### config.mk
export PLATFORM = sky130hd
export DESIGN_NAME = pfc_packet_format_config
export DESIGN_NICKNAME = d
export VERILOG_FILES = /design/src/pfc_pkg.sv /design/src/pfc_packet_format_config.sv
export SDC_FILE = /design/constraint.sdc
export NUM_CORES = 1
export LEC_CHECK = 0
export ABC_AREA = 1
export BUFFER_PORTS_ARGS = -buffer_cell sky130_fd_sc_hd__buf_2
export CELL_PAD_IN_SITES_DETAIL_PLACEMENT = 1
export CELL_PAD_IN_SITES_GLOBAL_PLACEMENT = 2
export CORE_ASPECT_RATIO = 2
export CORE_MARGIN = 5
export CORE_UTILIZATION = 32
export CTS_CLUSTER_SIZE = 8
export DETAILED_ROUTE_END_ITERATION = 12
export GPL_TIMING_DRIVEN = 0
export PLACE_DENSITY_LB_ADDON = 0.1
export SETUP_SLACK_MARGIN = 0.5
export SYNTH_ARGS = -nofsm -noshare
export SYNTH_HDL_FRONTEND = slang
export SYNTH_SLANG_ARGS = --single-unit
### constraint.sdc
create_clock -name clock_i -period 3.9 [get_ports clock_i]
set_input_delay 0.78 -clock clock_i [delete_from_list [all_inputs] [get_ports clock_i]]
set_output_delay 0.78 -clock clock_i [all_outputs]
set_load 0.05 [all_outputs]
### src/pfc_pkg.sv
// package: register map, field layout and encodings of the packet format configuration
package pfc_pkg;

  // ------------------------------------------------------------
  // register map
  // ------------------------------------------------------------
  localparam int          ADDR_W                 = 8;
  localparam int          DATA_W                 = 8;
  localparam logic [7:0]  SYNC_FIELD_BITS_PREAMBLE_HI_A = 8'h2B;
  localparam logic [7:0]  PREAMBLE_PAIR_COUNT_LO_A      = 8'h2C;
  localparam logic [7:0]  LENGTH_WIDTH_ADDR_A    = 8'h2D;
  localparam logic [7:0]  FORMAT_RX_ROUTE_A      = 8'h2E;
  localparam logic [7:0]  CODING_LENGTH_MODE_A   = 8'h2F;
  localparam logic [7:0]  CRC_SELECT_A           = 8'h30;
  localparam logic [7:0]  FIXED_LENGTH_HI_A      = 8'h31;
  localparam logic [7:0]  FIXED_LENGTH_LO_A      = 8'h32;

  // ------------------------------------------------------------
  // reset values and writable masks
  // ------------------------------------------------------------
  localparam logic [7:0]  SYNC_FIELD_BITS_PREAMBLE_HI_R = 8'h80;
  localparam logic [7:0]  PREAMBLE_PAIR_COUNT_LO_R      = 8'h10;
  localparam logic [7:0]  LENGTH_WIDTH_ADDR_R    = 8'h00;
  localparam logic [7:0]  FORMAT_RX_ROUTE_R      = 8'h20;
  localparam logic [7:0]  CODING_LENGTH_MODE_R   = 8'h00;
  localparam logic [7:0]  CRC_SELECT_R           = 8'h2C;
  localparam logic [7:0]  FIXED_LENGTH_HI_R      = 8'h00;
  localparam logic [7:0]  FIXED_LENGTH_LO_R      = 8'h14;
  localparam logic [7:0]  LENGTH_WIDTH_ADDR_M    = 8'h88;
  localparam logic [7:0]  CODING_LENGTH_MODE_M   = 8'h3F;
  localparam logic [7:0]  FULL_M                 = 8'hFF;

  // ------------------------------------------------------------
  // field positions
  // ------------------------------------------------------------
  localparam int SYNC_BITS_HI   = 7;
  localparam int SYNC_BITS_LO   = 2;
  localparam int PREAMBLE_HI_HI = 1;
  localparam int LEN_WIDTH_BIT  = 7;
  localparam int ADDR_INC_BIT   = 3;
  localparam int FORMAT_HI      = 7;
  localparam int FORMAT_LO      = 6;
  localparam int ROUTE_HI       = 5;
  localparam int ROUTE_LO       = 4;
  localparam int MAP_SWAP_BIT   = 3;
  localparam int ORDER_BIT      = 2;
  localparam int PATTERN_HI     = 1;
  localparam int HDR_CHECK_BIT  = 5;
  localparam int FEC_STOP_BIT   = 4;
  localparam int INTLV_START_BIT = 3;
  localparam int SIX_CODE_BIT   = 2;
  localparam int MANCH_BIT      = 1;
  localparam int LEN_MODE_BIT   = 0;
  localparam int CRC_HI         = 7;
  localparam int CRC_LO         = 5;
  localparam int CRC_AUX_HI     = 4;

  // ------------------------------------------------------------
  // crc generators and widths
  // ------------------------------------------------------------
  localparam logic [31:0] POLY_8     = 32'h00000007;
  localparam logic [31:0] POLY_16A   = 32'h00008005;
  localparam logic [31:0] POLY_16B   = 32'h00001021;
  localparam logic [31:0] POLY_24    = 32'h00864CBF;
  localparam logic [31:0] POLY_32    = 32'h4C011BB7;
  localparam logic [5:0]  CRC_W_0    = 6'h00;
  localparam logic [5:0]  CRC_W_8    = 6'h08;
  localparam logic [5:0]  CRC_W_16   = 6'h10;
  localparam logic [5:0]  CRC_W_24   = 6'h18;
  localparam logic [5:0]  CRC_W_32   = 6'h20;
  localparam logic [1:0]  LEN_BYTES_1 = 2'h1;
  localparam logic [1:0]  LEN_BYTES_2 = 2'h2;

  // ------------------------------------------------------------
  // encodings
  // ------------------------------------------------------------
  typedef enum logic [1:0] {
    PFC_FMT_BASIC = 2'b00,
    PFC_FMT_4G    = 2'b01,
    PFC_FMT_UART  = 2'b10,
    PFC_FMT_STACK = 2'b11
  } pfc_format_t;

  typedef enum logic [1:0] {
    PFC_RX_NORMAL = 2'b00,
    PFC_RX_FIFO   = 2'b01,
    PFC_RX_PIN    = 2'b10,
    PFC_RX_UNDEF  = 2'b11
  } pfc_route_t;

  typedef enum logic [2:0] {
    PFC_CRC_NONE = 3'b000,
    PFC_CRC_8    = 3'b001,
    PFC_CRC_16A  = 3'b010,
    PFC_CRC_16B  = 3'b011,
    PFC_CRC_24   = 3'b100,
    PFC_CRC_32   = 3'b101,
    PFC_CRC_R6   = 3'b110,
    PFC_CRC_R7   = 3'b111
  } pfc_crc_t;

  typedef struct packed {
    logic [5:0]  sync_field_bits;
    logic [9:0]  preamble_pair_count;
    logic [1:0]  length_field_bytes;
    logic        addr_field_include;
    pfc_format_t frame_format_select;
    pfc_route_t  rx_route;
    logic        four_level_map_swap;
    logic        order_swap;
    logic [1:0]  preamble_pattern;
    logic        header_check_type;
    logic        fec_recursive;
    logic        interleave_on;
    logic        uart_stop_value;
    logic        uart_start_value;
    logic        three_of_six_coding_on;
    logic        manchester_on;
    logic        length_mode_select;
    pfc_crc_t    crc_mode;
    logic [5:0]  crc_bits;
    logic [31:0] crc_poly;
    logic [15:0] fixed_length;
    logic [4:0]  crc_reg_aux;
  } pfc_cfg_t;

endpackage

### src/pfc_packet_format_config.sv
// module: packet format configuration registers and the framing settings they select
//
// Notes on behaviour
// RL1: sync field bit count from bits 7:2
// RL2: ten-bit preamble pair count across two registers
// RL3: length field one or two bytes
// RL4: address field included when bit set
// RL5: two-bit packet format select
// RL6: two-bit received data route select
// RL7: four-level symbol mapping swap bit
// RL8: transmission order select bit
// RL9: two-bit preamble pattern select
// RL10: header check type used in 4g format
// RL11: bit 4 fec kind or stop value
// RL12: bit 3 interleave or start value
// RL13: three-of-six coding enable
// RL14: manchester coding enable
// RL15: fixed or variable length mode
// RL16: crc codes none, 8 and 16 bit
// RL17: crc code 4 selects 24-bit crc
// RL18: crc code 5 selects 32-bit crc
// RL19: fixed length from two length registers
// RL20: reserved bits read zero, writes ignored
//
// Strobed register access is this design's own decision.
module pfc_packet_format_config (
  // clock and reset
  input  wire logic                        clock_i,
  input  wire logic                        rst_i,
  // register port
  input  wire logic [pfc_pkg::ADDR_W-1:0]  addr_i,
  input  wire logic [pfc_pkg::DATA_W-1:0]  wdata_i,
  input  wire logic                        wr_i,
  input  wire logic                        rd_i,
  output logic      [pfc_pkg::DATA_W-1:0]  rdata_o,
  // decoded framing settings
  output pfc_pkg::pfc_cfg_t                cfg_o,
  output logic                             cfg_fault_o
);

  // ------------------------------------------------------------
  // storage
  // ------------------------------------------------------------
  logic [7:0] sync_field_bits_preamble_hi;
  logic [7:0] preamble_pair_count_lo;
  logic [7:0] length_width_address_ctrl;
  logic [7:0] format_rx_route_ctrl;
  logic [7:0] coding_length_mode_ctrl;
  logic [7:0] crc_select_ctrl;
  logic [7:0] fixed_length_hi;
  logic [7:0] fixed_length_lo;

  // ------------------------------------------------------------
  // address decode
  // ------------------------------------------------------------
  wire hit_sync  = (addr_i == pfc_pkg::SYNC_FIELD_BITS_PREAMBLE_HI_A);
  wire hit_prel  = (addr_i == pfc_pkg::PREAMBLE_PAIR_COUNT_LO_A);
  wire hit_lenw  = (addr_i == pfc_pkg::LENGTH_WIDTH_ADDR_A);
  wire hit_fmt   = (addr_i == pfc_pkg::FORMAT_RX_ROUTE_A);
  wire hit_code  = (addr_i == pfc_pkg::CODING_LENGTH_MODE_A);
  wire hit_crc   = (addr_i == pfc_pkg::CRC_SELECT_A);
  wire hit_flhi  = (addr_i == pfc_pkg::FIXED_LENGTH_HI_A);
  wire hit_fllo  = (addr_i == pfc_pkg::FIXED_LENGTH_LO_A);

  // RL20: reserved bits masked
  wire [7:0] wdata_lenw = wdata_i & pfc_pkg::LENGTH_WIDTH_ADDR_M;
  wire [7:0] wdata_code = wdata_i & pfc_pkg::CODING_LENGTH_MODE_M;

  // unmapped addresses read as zero
  wire [7:0] read_mux =
      hit_sync ? sync_field_bits_preamble_hi      :
      hit_prel ? preamble_pair_count_lo           :
      hit_lenw ? length_width_address_ctrl :
      hit_fmt  ? format_rx_route_ctrl      :
      hit_code ? coding_length_mode_ctrl   :
      hit_crc  ? crc_select_ctrl           :
      hit_flhi ? fixed_length_hi           :
      hit_fllo ? fixed_length_lo           : 8'h00;

  // ------------------------------------------------------------
  // register writes
  // ------------------------------------------------------------
  always_ff @(posedge clock_i) begin
    if (rst_i) begin
      sync_field_bits_preamble_hi      <= pfc_pkg::SYNC_FIELD_BITS_PREAMBLE_HI_R;
      preamble_pair_count_lo           <= pfc_pkg::PREAMBLE_PAIR_COUNT_LO_R;
      length_width_address_ctrl <= pfc_pkg::LENGTH_WIDTH_ADDR_R;
      format_rx_route_ctrl      <= pfc_pkg::FORMAT_RX_ROUTE_R;
      coding_length_mode_ctrl   <= pfc_pkg::CODING_LENGTH_MODE_R;
      crc_select_ctrl           <= pfc_pkg::CRC_SELECT_R;
      fixed_length_hi           <= pfc_pkg::FIXED_LENGTH_HI_R;
      fixed_length_lo           <= pfc_pkg::FIXED_LENGTH_LO_R;
    end else if (wr_i) begin
      if (hit_sync) sync_field_bits_preamble_hi      <= wdata_i;
      if (hit_prel) preamble_pair_count_lo           <= wdata_i;
      if (hit_lenw) length_width_address_ctrl <= wdata_lenw;
      if (hit_fmt)  format_rx_route_ctrl      <= wdata_i;
      if (hit_code) coding_length_mode_ctrl   <= wdata_code;
      if (hit_crc)  crc_select_ctrl           <= wdata_i;
      if (hit_flhi) fixed_length_hi           <= wdata_i;
      if (hit_fllo) fixed_length_lo           <= wdata_i;
    end
  end

  // read data valid only in the cycle after the strobe
  always_ff @(posedge clock_i) begin
    if (rst_i) begin
      rdata_o <= 8'h00;
    end else if (rd_i) begin
      rdata_o <= read_mux;
    end else begin
      rdata_o <= 8'h00;
    end
  end

  // ------------------------------------------------------------
  // field decode
  // ------------------------------------------------------------
  pfc_pkg::pfc_format_t fmt;
  pfc_pkg::pfc_crc_t    crc_code;
  pfc_pkg::pfc_cfg_t    next_cfg;
  logic [31:0]          crc_poly_sel;
  logic [5:0]           crc_bits_sel;

  assign fmt      = pfc_pkg::pfc_format_t'(
                      format_rx_route_ctrl[pfc_pkg::FORMAT_HI:pfc_pkg::FORMAT_LO]);
  assign crc_code = pfc_pkg::pfc_crc_t'(crc_select_ctrl[pfc_pkg::CRC_HI:pfc_pkg::CRC_LO]);
  wire   is_4g    = (fmt == pfc_pkg::PFC_FMT_4G);
  wire   is_uart  = (fmt == pfc_pkg::PFC_FMT_UART);

  // RL16: generator and width per crc code
  always_comb begin
    case (crc_code)
      pfc_pkg::PFC_CRC_8: begin
        crc_poly_sel = pfc_pkg::POLY_8;
        crc_bits_sel = pfc_pkg::CRC_W_8;
      end
      pfc_pkg::PFC_CRC_16A: begin
        crc_poly_sel = pfc_pkg::POLY_16A;
        crc_bits_sel = pfc_pkg::CRC_W_16;
      end
      pfc_pkg::PFC_CRC_16B: begin
        crc_poly_sel = pfc_pkg::POLY_16B;
        crc_bits_sel = pfc_pkg::CRC_W_16;
      end
      // RL17: 24-bit generator
      pfc_pkg::PFC_CRC_24: begin
        crc_poly_sel = pfc_pkg::POLY_24;
        crc_bits_sel = pfc_pkg::CRC_W_24;
      end
      // RL18: 32-bit generator
      pfc_pkg::PFC_CRC_32: begin
        crc_poly_sel = pfc_pkg::POLY_32;
        crc_bits_sel = pfc_pkg::CRC_W_32;
      end
      // undefined codes fall back to no crc and raise the fault
      default: begin
        crc_poly_sel = 32'h00000000;
        crc_bits_sel = pfc_pkg::CRC_W_0;
      end
    endcase
  end

  always_comb begin
    next_cfg = '0;
    // RL1: sync field size
    next_cfg.sync_field_bits =
        sync_field_bits_preamble_hi[pfc_pkg::SYNC_BITS_HI:pfc_pkg::SYNC_BITS_LO];
    // RL2: preamble pair count
    next_cfg.preamble_pair_count =
        {sync_field_bits_preamble_hi[pfc_pkg::PREAMBLE_HI_HI:0], preamble_pair_count_lo};
    // RL3: length field width
    next_cfg.length_field_bytes =
        length_width_address_ctrl[pfc_pkg::LEN_WIDTH_BIT] ? pfc_pkg::LEN_BYTES_2
                                                          : pfc_pkg::LEN_BYTES_1;
    // RL4: address field inclusion
    next_cfg.addr_field_include  = length_width_address_ctrl[pfc_pkg::ADDR_INC_BIT];
    // RL5: packet format
    next_cfg.frame_format_select = fmt;
    // RL6: receive routing
    next_cfg.rx_route = pfc_pkg::pfc_route_t'(
        format_rx_route_ctrl[pfc_pkg::ROUTE_HI:pfc_pkg::ROUTE_LO]);
    // RL7: symbol mapping
    next_cfg.four_level_map_swap = format_rx_route_ctrl[pfc_pkg::MAP_SWAP_BIT];
    // RL8: transmission order
    next_cfg.order_swap          = format_rx_route_ctrl[pfc_pkg::ORDER_BIT];
    // RL9: preamble pattern
    next_cfg.preamble_pattern    = format_rx_route_ctrl[pfc_pkg::PATTERN_HI:0];
    // RL10: header check type only in 4g
    next_cfg.header_check_type   = is_4g & coding_length_mode_ctrl[pfc_pkg::HDR_CHECK_BIT];
    // RL11: shared bit 4 split by format
    next_cfg.fec_recursive       = is_4g & coding_length_mode_ctrl[pfc_pkg::FEC_STOP_BIT];
    next_cfg.uart_stop_value     = is_uart & coding_length_mode_ctrl[pfc_pkg::FEC_STOP_BIT];
    // RL12: shared bit 3 split by format
    next_cfg.interleave_on       = is_4g & coding_length_mode_ctrl[pfc_pkg::INTLV_START_BIT];
    next_cfg.uart_start_value    = is_uart & coding_length_mode_ctrl[pfc_pkg::INTLV_START_BIT];
    // RL13: three-of-six coding
    next_cfg.three_of_six_coding_on = coding_length_mode_ctrl[pfc_pkg::SIX_CODE_BIT];
    // RL14: manchester coding
    next_cfg.manchester_on       = coding_length_mode_ctrl[pfc_pkg::MANCH_BIT];
    // RL15: length mode
    next_cfg.length_mode_select  = coding_length_mode_ctrl[pfc_pkg::LEN_MODE_BIT];
    next_cfg.crc_mode            = crc_code;
    next_cfg.crc_bits            = crc_bits_sel;
    next_cfg.crc_poly            = crc_poly_sel;
    // RL19: fixed packet byte count
    next_cfg.fixed_length        = {fixed_length_hi, fixed_length_lo};
    next_cfg.crc_reg_aux         = crc_select_ctrl[pfc_pkg::CRC_AUX_HI:0];
  end

  // undefined route or crc code: settings are not usable as written
  wire next_fault = (next_cfg.rx_route == pfc_pkg::PFC_RX_UNDEF) |
                    (crc_code == pfc_pkg::PFC_CRC_R6) |
                    (crc_code == pfc_pkg::PFC_CRC_R7);

  // registered so the framer never sees a half-decoded setting
  always_ff @(posedge clock_i) begin
    if (rst_i) begin
      cfg_o       <= '0;
      cfg_fault_o <= 1'b0;
    end else begin
      cfg_o       <= next_cfg;
      cfg_fault_o <= next_fault;
    end
  end
endmodule

# [Yosys cells after proc, flatten, opt, wreduce, memory -nomap -nowiden]
# Index checks and enable logic that the tools add are counted.
[word_totals] inputBits=20 regBits=162 out_inout_bits=106 wordCells=79
[op_classes] n_reduce_logical=10 mux=11 n_eq_ne=18 bitwise=8
[op_table] cell="$pmux W31 S5" count=1
[op_table] cell="$eq A8 B6 Y1 const B" count=8
[op_table] cell="$mux W8" count=8
[op_table] cell="$pmux W6 S4" count=1
[op_table] cell="$reduce_and A2 Y1" count=8
[op_table] cell="$eq A3 B3 Y1 const B" count=4
[op_table] cell="$eq A3 B2 Y1 const B" count=2
[op_table] cell="$and A1 B1 Y1" count=5
[op_table] cell="$eq A2 B2 Y1 const B" count=2
[op_table] cell="$reduce_or A2 Y1" count=2
[op_table] cell="$eq A3 B1 Y1 const B" count=1
[op_table] cell="$eq A2 B1 Y1 const B" count=1
[op_table] cell="$mux W2" count=1
[op_table] cell="$or A1 B1 Y1" count=2
[op_table] cell="$not A1 Y1" count=1

# [Longest topological paths before layout]
# Gate-level depths: netlist of run 1.
[depth] word_depth=9 mapped_depth=10 mapped_depth_nobuf=10

# [Worst setup path after synthesis of run 1]
# Ideal clock, no wire load.
[synth_path] path_kind="in2reg" start="in addr_i[7] (netlist bit)" end="reg preamble_pair_count_lo[5]" setup_ps=117 setup_slack_ps=2023 path_stages=9 n_path_buf=1 required_ps=3783 t_arrival_ps=1760 cell_sequence="nor2_1 > nand2_1 > nor2_4 > nand3_4 > nor2_4 > nand2_4 > buf_6 > o21ai_1 > a21oi_1"
[synth_via] elab_chain_cells=2
[synth_rtl] element="start, declared" line_no="pfc_packet_format_config.sv:31" source="input wire logic [pfc_pkg::ADDR_W-1:0] addr_i,"
[synth_rtl] element="$eq A8 B6 Y1" line_no="pfc_packet_format_config.sv:57" source="wire hit_prel = (addr_i == pfc_pkg::PREAMBLE_PAIR_COUNT_LO_A);"
[synth_rtl] element="$reduce_and A2 Y1 (no source line)"
[synth_rtl] element="end signal, assigned" line_no="pfc_packet_format_config.sv:86" source="preamble_pair_count_lo <= pfc_pkg::PREAMBLE_PAIR_COUNT_LO_R;"
[synth_rtl] element="end signal, assigned" line_no="pfc_packet_format_config.sv:95" source="if (hit_prel) preamble_pair_count_lo <= wdata_i;"
[synth_rtl] element="end, declared" line_no="pfc_packet_format_config.sv:45" source="logic [7:0] preamble_pair_count_lo;"
# No other way between the ends.
# A chain may end at the register's enable or synchronous reset.

# [Final worst setup path of run 1]
[layout_path] start="in rst_i" end="reg cfg_o[70] (netlist bit)"
[layout_rtl] element="start, declared" line_no="pfc_packet_format_config.sv:29" source="input wire logic rst_i,"
[layout_rtl] element="end signal, assigned" line_no="pfc_packet_format_config.sv:222" source="cfg_o <= next_cfg;"
[layout_rtl] element="end, declared" line_no="pfc_packet_format_config.sv:37" source="output pfc_pkg::pfc_cfg_t cfg_o,"
# No word-level cell between the ends.

==> flow_summary.yaml, run 1 <==
global_routing:
  antenna_found_initial: 0
  grt_pass1_vias: 4622
  grt_pass1_wl_um: 25430
  track_usage_pct: 18.36
  grt_max_degree: 17
  gr-total-overflow: 0
finish:
  nets: 760
  diodes: 0
  num-fill-cells: 1876
  drive_gt1_share_pct: 27.89
  post-route-util_pct: 42.15
  area_growth_pct: 29.31
  multi_input_area_mm2: 0.001679
  register_area_mm2: 0.002723
routing:
  drt-met1-wl_um: 6162
  drtIter0Drc: 124
  firstDrtPassIters: 4
  antenna_left: 0
  vias: 4367
  wirelength_um: 16690
  wl_met3_um: 676
  routed_via_density: 4.592
  wl_per_cell_um: 17.55
  drc: 0
  dr.max_layer_used: "met4"
  wl_met2_um: 9257
pwr:
  power_density_mw_per_mm2: 504.5
  vdd_ir_drop_max_mv: 0.2872
  fin_total_pwr_w: 0.003253
  p_leak_nw: 3.020
setup_path:
  reg2reg_depth: 6
  cp-endpoint: "cfg_o[70]$_SDFF_PP0_"
  worstSetupStartpoint: "rst_i"
  worstReg2RegStart: "crc_select_ctrl[7]$_SDFFE_PP0P_"
  r2r_end: "rdata_o[7]$_SDFF_PP0_"
  regToRegSetupSlack_ns: 2.56
  required_ns: 4.17
  cp-start-kind: "input pin"
  worst-path-max-fanout: 10
  critical_path_class: "input pin to flop"
  arrival_ns: 2.51
  crit_path_end_kind: "flop"
floorplan:
  die-area_mm2: 0.01833
  die_h_um: 186.5
  num_io_pins: 126
  core_area_mm2: 0.01529
  row_count: 64
  start_util_pct: 32.60
  die_w_um: 98.27
cts:
  cts.clk_slew.worst_paths_ns: 0.06
  cts.repair.resized: 0
  clockBufferDepth: 2
  ctsHoldBuffers: 0
  cts_tree: "done"
  clock_latency_ns: 0.42
  h-tree-depth: 4
  cts_root_buf: "clkbuf_16"
  numCtsBuffers: 17
  cts.sinks: 136
  cts_post_setup_buffers_inserted: 0
logic_synthesis:
  yosys_register_bits: 136
  postSynthAreaPerCell_um2: 8.338
  ys_types: 30
  synth-seq-area-share_pct: 54.60
  ys_warn_count: 0
  syn_inst: 598
  synth_area_mm2: 0.004986
timing:
  fin_worst_skew_ns: 0.009465
  setup_viol: 0
  period_needed_ns: 2.234
  grt_setup_unrepaired: "no"
  finalCritPeriodShare_pct: 57.28
  timing.slew.headroom_pct: 46.47
  tightestPinTransition_ns: 0.8029
  hold_viol: 0
  maxSlewViolCount: 0
  fin_tns_setup_ns: 0
  max_clock_freq_mhz: 447.7
min_path:
  hold_path.class: "flop to flop"
  min-delay-start: "sync_field_bits_preamble_hi[7]$_SDFFE_PP1P_"
run:
  drv_cap: 0
placement:
  hpwl_um: 12890
  gp_congestion: 0.8979
  port_buffers: 110
outcome:
  status: "finished, final reports clean"
-- kinds of logic after synthesis --
group / after synthesis / synth area share [%]
simple gates: 196 / 17.92
flops: 136 / 54.60
compound gates: 131 / 14.71
other cells: 1 / 0.07521
buf+inv: 134 / 12.70
-- cells in the final DEF, fill, tap and decap left out, drive strengths merged, types with 3 or more instances in the layout --
master  Yosys  layout
clkinv      0       6
bufinv      0       3
nor2       97      97
nand2      54      54
a21oi      53      53
buf        37     147
o21ai      63      63
conb        1      14
dfxtp     136     136
a211oi      7       7
o211ai      4       4
nor3        8       8
clkbuf     12      31
nand4       3       3
nand3      34      34
inv        85      87
-- power breakdown --
part	switching, W	leakage, nW	total [W]	internal, W
Combinational	0.000145	1.63	0.000184	0.0000388
Sequential	0.00000268	1.10	0.00140	0.00140
Clock	0.000638	0.294	0.00167	0.00103
Total	0.000786	3.02	0.00325	0.00247
-- routing by layer --
layer / GRT usage (%) / up-vias
met1: 17.83 / 2074
met5: 0 / -
met2: 35.27 / 113
met4: 8.837 / 0
li1: - / 2152
met3: 4.410 / 28
-- cell usage after synthesis --
| cell type | instances | area share [%] |
|---|---|---|
| a211oi_2 | 7 | 1.8 |
| a21oi_1 | 52 | 5.2 |
| a21oi_2 | 1 | 0.18 |
| a22o_1 | 1 | 0.18 |
| a31oi_1 | 1 | 0.13 |
| buf_2 | 8 | 0.80 |
| buf_4 | 26 | 3.9 |
| buf_6 | 3 | 0.68 |
| clkbuf_1 | 12 | 0.90 |
| conb_1 | 1 | 0.075 |
| dfxtp_1 | 136 | 55 |
| inv_1 | 81 | 6.1 |
| inv_2 | 4 | 0.30 |
| nand2_1 | 48 | 3.6 |
| nand2_2 | 5 | 0.63 |
| nand2_4 | 1 | 0.23 |
| nand3_1 | 32 | 3.2 |
| nand3_2 | 1 | 0.20 |
| nand3_4 | 1 | 0.35 |
| nand4_1 | 3 | 0.38 |
| nor2_1 | 87 | 6.5 |
| nor2_2 | 4 | 0.50 |
| nor2_4 | 6 | 1.4 |
| nor3_1 | 7 | 0.70 |
| nor3_2 | 1 | 0.20 |
| o211ai_1 | 4 | 0.60 |
| o21ai_0 | 52 | 5.2 |
| o21ai_1 | 10 | 1.0 |
| o21ai_2 | 1 | 0.18 |
| o22ai_1 | 2 | 0.25 |
-- critical path, cell delays in order --
cell and delay [ns]:
clkbuf_1 0.28, clkbuf_1 0.64, clkbuf_1 0.68, nor2_1 0.12
-- how the worst min path moves through the flow --
stage                            to  cells past startpoint
2_1_floorplan  cfg_o[79]$_SDFF_PP0_                      1
3_3_place_gp   cfg_o[81]$_SDFF_PP0_                      2
3_5_place_dp   cfg_o[79]$_SDFF_PP0_                      1
4_1_cts        cfg_o[96]$_SDFF_PP0_                      2
5_1_grt        cfg_o[79]$_SDFF_PP0_                      1
6_report       cfg_o[96]$_SDFF_PP0_                      2
-- through the flow --
step	std cells	hold WS (ns)	instance area, µm²	setup slack (ns)
after CTS	951	0.4561	6447	1.553
final	951	0.4528	6447	1.666
after detailed placement	919	0.4441	5833	1.114
after global routing	951	0.4825	6447	1.562
after floorplan	611	0.4137	5035	2.023
after global placement	919	0.4405	5833	1.134
-- registers in the layout, indices dropped and copies added, names as in the netlist, 2 cells and up --
register and count:
cfg_o 71, coding_length_mode_ctrl 6, crc_select_ctrl 8, fixed_length_hi 8, fixed_length_lo 8, format_rx_route_ctrl 8, length_width_address_ctrl 2, preamble_pair_count_lo 8
rdata_o 8, sync_field_bits_preamble_hi 8
-- cell type report --
cell class | instances | share of cell area (%)
Clock inverter | 13 | 2.659
Multi-Input combinational cell | 341 | 26.04
Buffer | 49 | 4.871
Timing Repair Buffer | 110 | 8.539
Inverter | 85 | 4.949
Sequential cell | 136 | 42.23
Clock buffer | 19 | 6.870
Tap cell | 198 | 3.842
Power figures use the tool's default switching activity.
==> inputs of run 2 (changes only) <==
CORE_UTILIZATION = 27   (was 32)
clock period = 1.9 ns   (was 3.9 ns; I/O delays follow)
==> run 2 against run 1 <==
Core utilization decreased by 3.5 points. Final area increased by 9.2%. Clock skew decreased by 0.0018 ns. Sequential power increased by 110%. Setup slack got worse by 1.2 ns. Worst hold slack got worse by 0.099 ns. Sequential share of layout area decreased by 3.4 points. Critical path depth decreased by 2. Largest power group unchanged.
==> flow_summary.yaml, run 2 (same netlist as run 1, synthesis figures left out) <==
setup_path:
  reg2reg_depth: 6
  cp-start-kind: "flop"
  arrival_ns: 1.06
  required_ns: 1.52
  worstSetupStartpoint: "cfg_o[44]$_SDFF_PP0_"
  cp.depth: 2
  critical_path_class: "flop to output pin"
  slowest_delay_ns: 0.40
  crit_path_end_kind: "output pin"
  path_buf_inv: 2
  worst-path-max-fanout: 6
  cp_top_family: "flip-flops"
  crit_chain: "buf_6, buf_8"
  cpMaxStageDelayCell: "dfxtp_4"
  worstReg2RegStart: "crc_select_ctrl[7]$_SDFFE_PP0P_"
placement:
  gp_congestion: 0.8704
  hpwl_um: 13670
  dp.cells: 937
  port_buffers: 110
cts:
  h-tree-depth: 4
  cts.sinks: 136
  ctsHoldBuffers: 0
  clockBufferDepth: 2
  cts.clk_slew.worst_paths_ns: 0.06
  cts_root_buf: "clkbuf_16"
  cts_tree: "done"
  clock_latency_ns: 0.43
  numCtsBuffers: 17
finish:
  final_cell_mix: "dfxtp_1 (133), nor2_1 (85), inv_1 (81)"
  largest_register_ffs: 71
  largest-register: "cfg_o"
  nets: 776
  layout_commonest_cell: "dfxtp_1"
  stdcell_count: 984
  diodes: 0
  drive_gt1_share_pct: 32.03
  area_growth_pct: 41.20
routing:
  wl_met2_um: 10190
  wl_met3_um: 656
  wirelength_um: 17860
  wl_per_cell_um: 18.15
  antenna_left: 0
  drt-met1-wl_um: 6537
  firstDrtPassIters: 4
  dr.max_layer_used: "met4"
  vias: 4458
  routed_via_density: 4.530
  drtIter0Drc: 141
  drc: 0
pwr:
  vdd_ir_drop_max_mv: 0.5035
  p_leak_nw: 3.189
  power_density_mw_per_mm2: 953.9
floorplan:
  row_count: 70
  core_area_mm2: 0.01822
  start_util_pct: 27.37
  die_h_um: 202.2
  die-area_mm2: 0.02145
  num_io_pins: 126
  die_w_um: 106.1
min_path:
  hold_depth: 3
  min-delay-start: "wdata_i[4]"
  hold_path.class: "input pin to flop"
timing:
  finalCritPeriodShare_pct: 75.93
  grt_setup_unrepaired: "yes"
  fin_worst_skew_ns: 0.007677
  maxSlewViolCount: 0
  period_needed_ns: 1.443
  tightestPinTransition_ns: 0.6803
  fin_tns_setup_ns: 0
  hold_viol: 0
  setup_viol: 0
  max_clock_freq_mhz: 693.1
  timing.slew.headroom_pct: 54.65
global_routing:
  grt_max_degree: 17
  antenna_found_initial: 0
  grt_pass1_wl_um: 26850
  track_usage_pct: 16.91
  gr-total-overflow: 0
  grt_pass1_vias: 4658
run:
  drv_cap: 0
outcome:
  status: "finished, final reports clean"
## run 2: through the flow
step / power, W / setup WS, ns / area [µm²] / util (%) / hold WS (ns)
finish: 0.006716 / 0.4573 / 7041 / 38.65 / 0.3538
detailed placement: 0.003330 / -0.1091 / 5879 / 32.27 / 0.4444
CTS: 0.006787 / 0.3825 / 6721 / 36.90 / 0.3221
global route: 0.006941 / 0.4172 / 7041 / 38.65 / 0.3510
global placement: 0.003326 / -0.1142 / 5879 / 32.27 / 0.4411
floorplan: 0.003192 / 0.4374 / 5059 / - / 0.4137
## run 2: path summary, 6_finish.rpt
kind,to,slack (ns)
setup reg to reg,rdata_o[7]$_SDFF_PP0_,0.64
setup / recovery,cfg_o[38],0.46
hold reg to reg,cfg_o[87]$_SDFF_PP0_,0.45
hold / removal,preamble_pair_count_lo[4]$_SDFFE_PP1P_,0.35
## run 2: area by class of cell
cell class	instances	area [µm²]
Fill cell	2171	11180
Sequential cell	136	2731
Multi-Input combinational cell	341	1765
Timing Repair Buffer	126	960.9
Clock buffer	20	466.7
Buffer	49	380.4
Inverter	85	319.1
Tap cell	216	270.3
Clock inverter	11	146.4
## run 2: per-layer routing
layer,up-vias,GRT usage [%]
li1,2188,-
met1,2134,16.94
met5,-,0
met2,111,32.79
met3,25,3.452
met4,0,7.411
## run 2: timing repair
item,CTS,global route
setup endpoints to repair,44,89
setup buffers,4,11
pin swaps,3,14
gates resized for setup,64,74
cloned,0,1
## run 2: worst min-delay path: stages
cell	delay, ns
buf_2	0.18
nand2_1	0.09
o211ai_1	0.07
## run 2: where the power goes
group | switching, W | internal (W)
Combinational | 0.000315 | 0.0000987
Clock | 0.00127 | 0.00216
Sequential | 0.00000545 | 0.00287
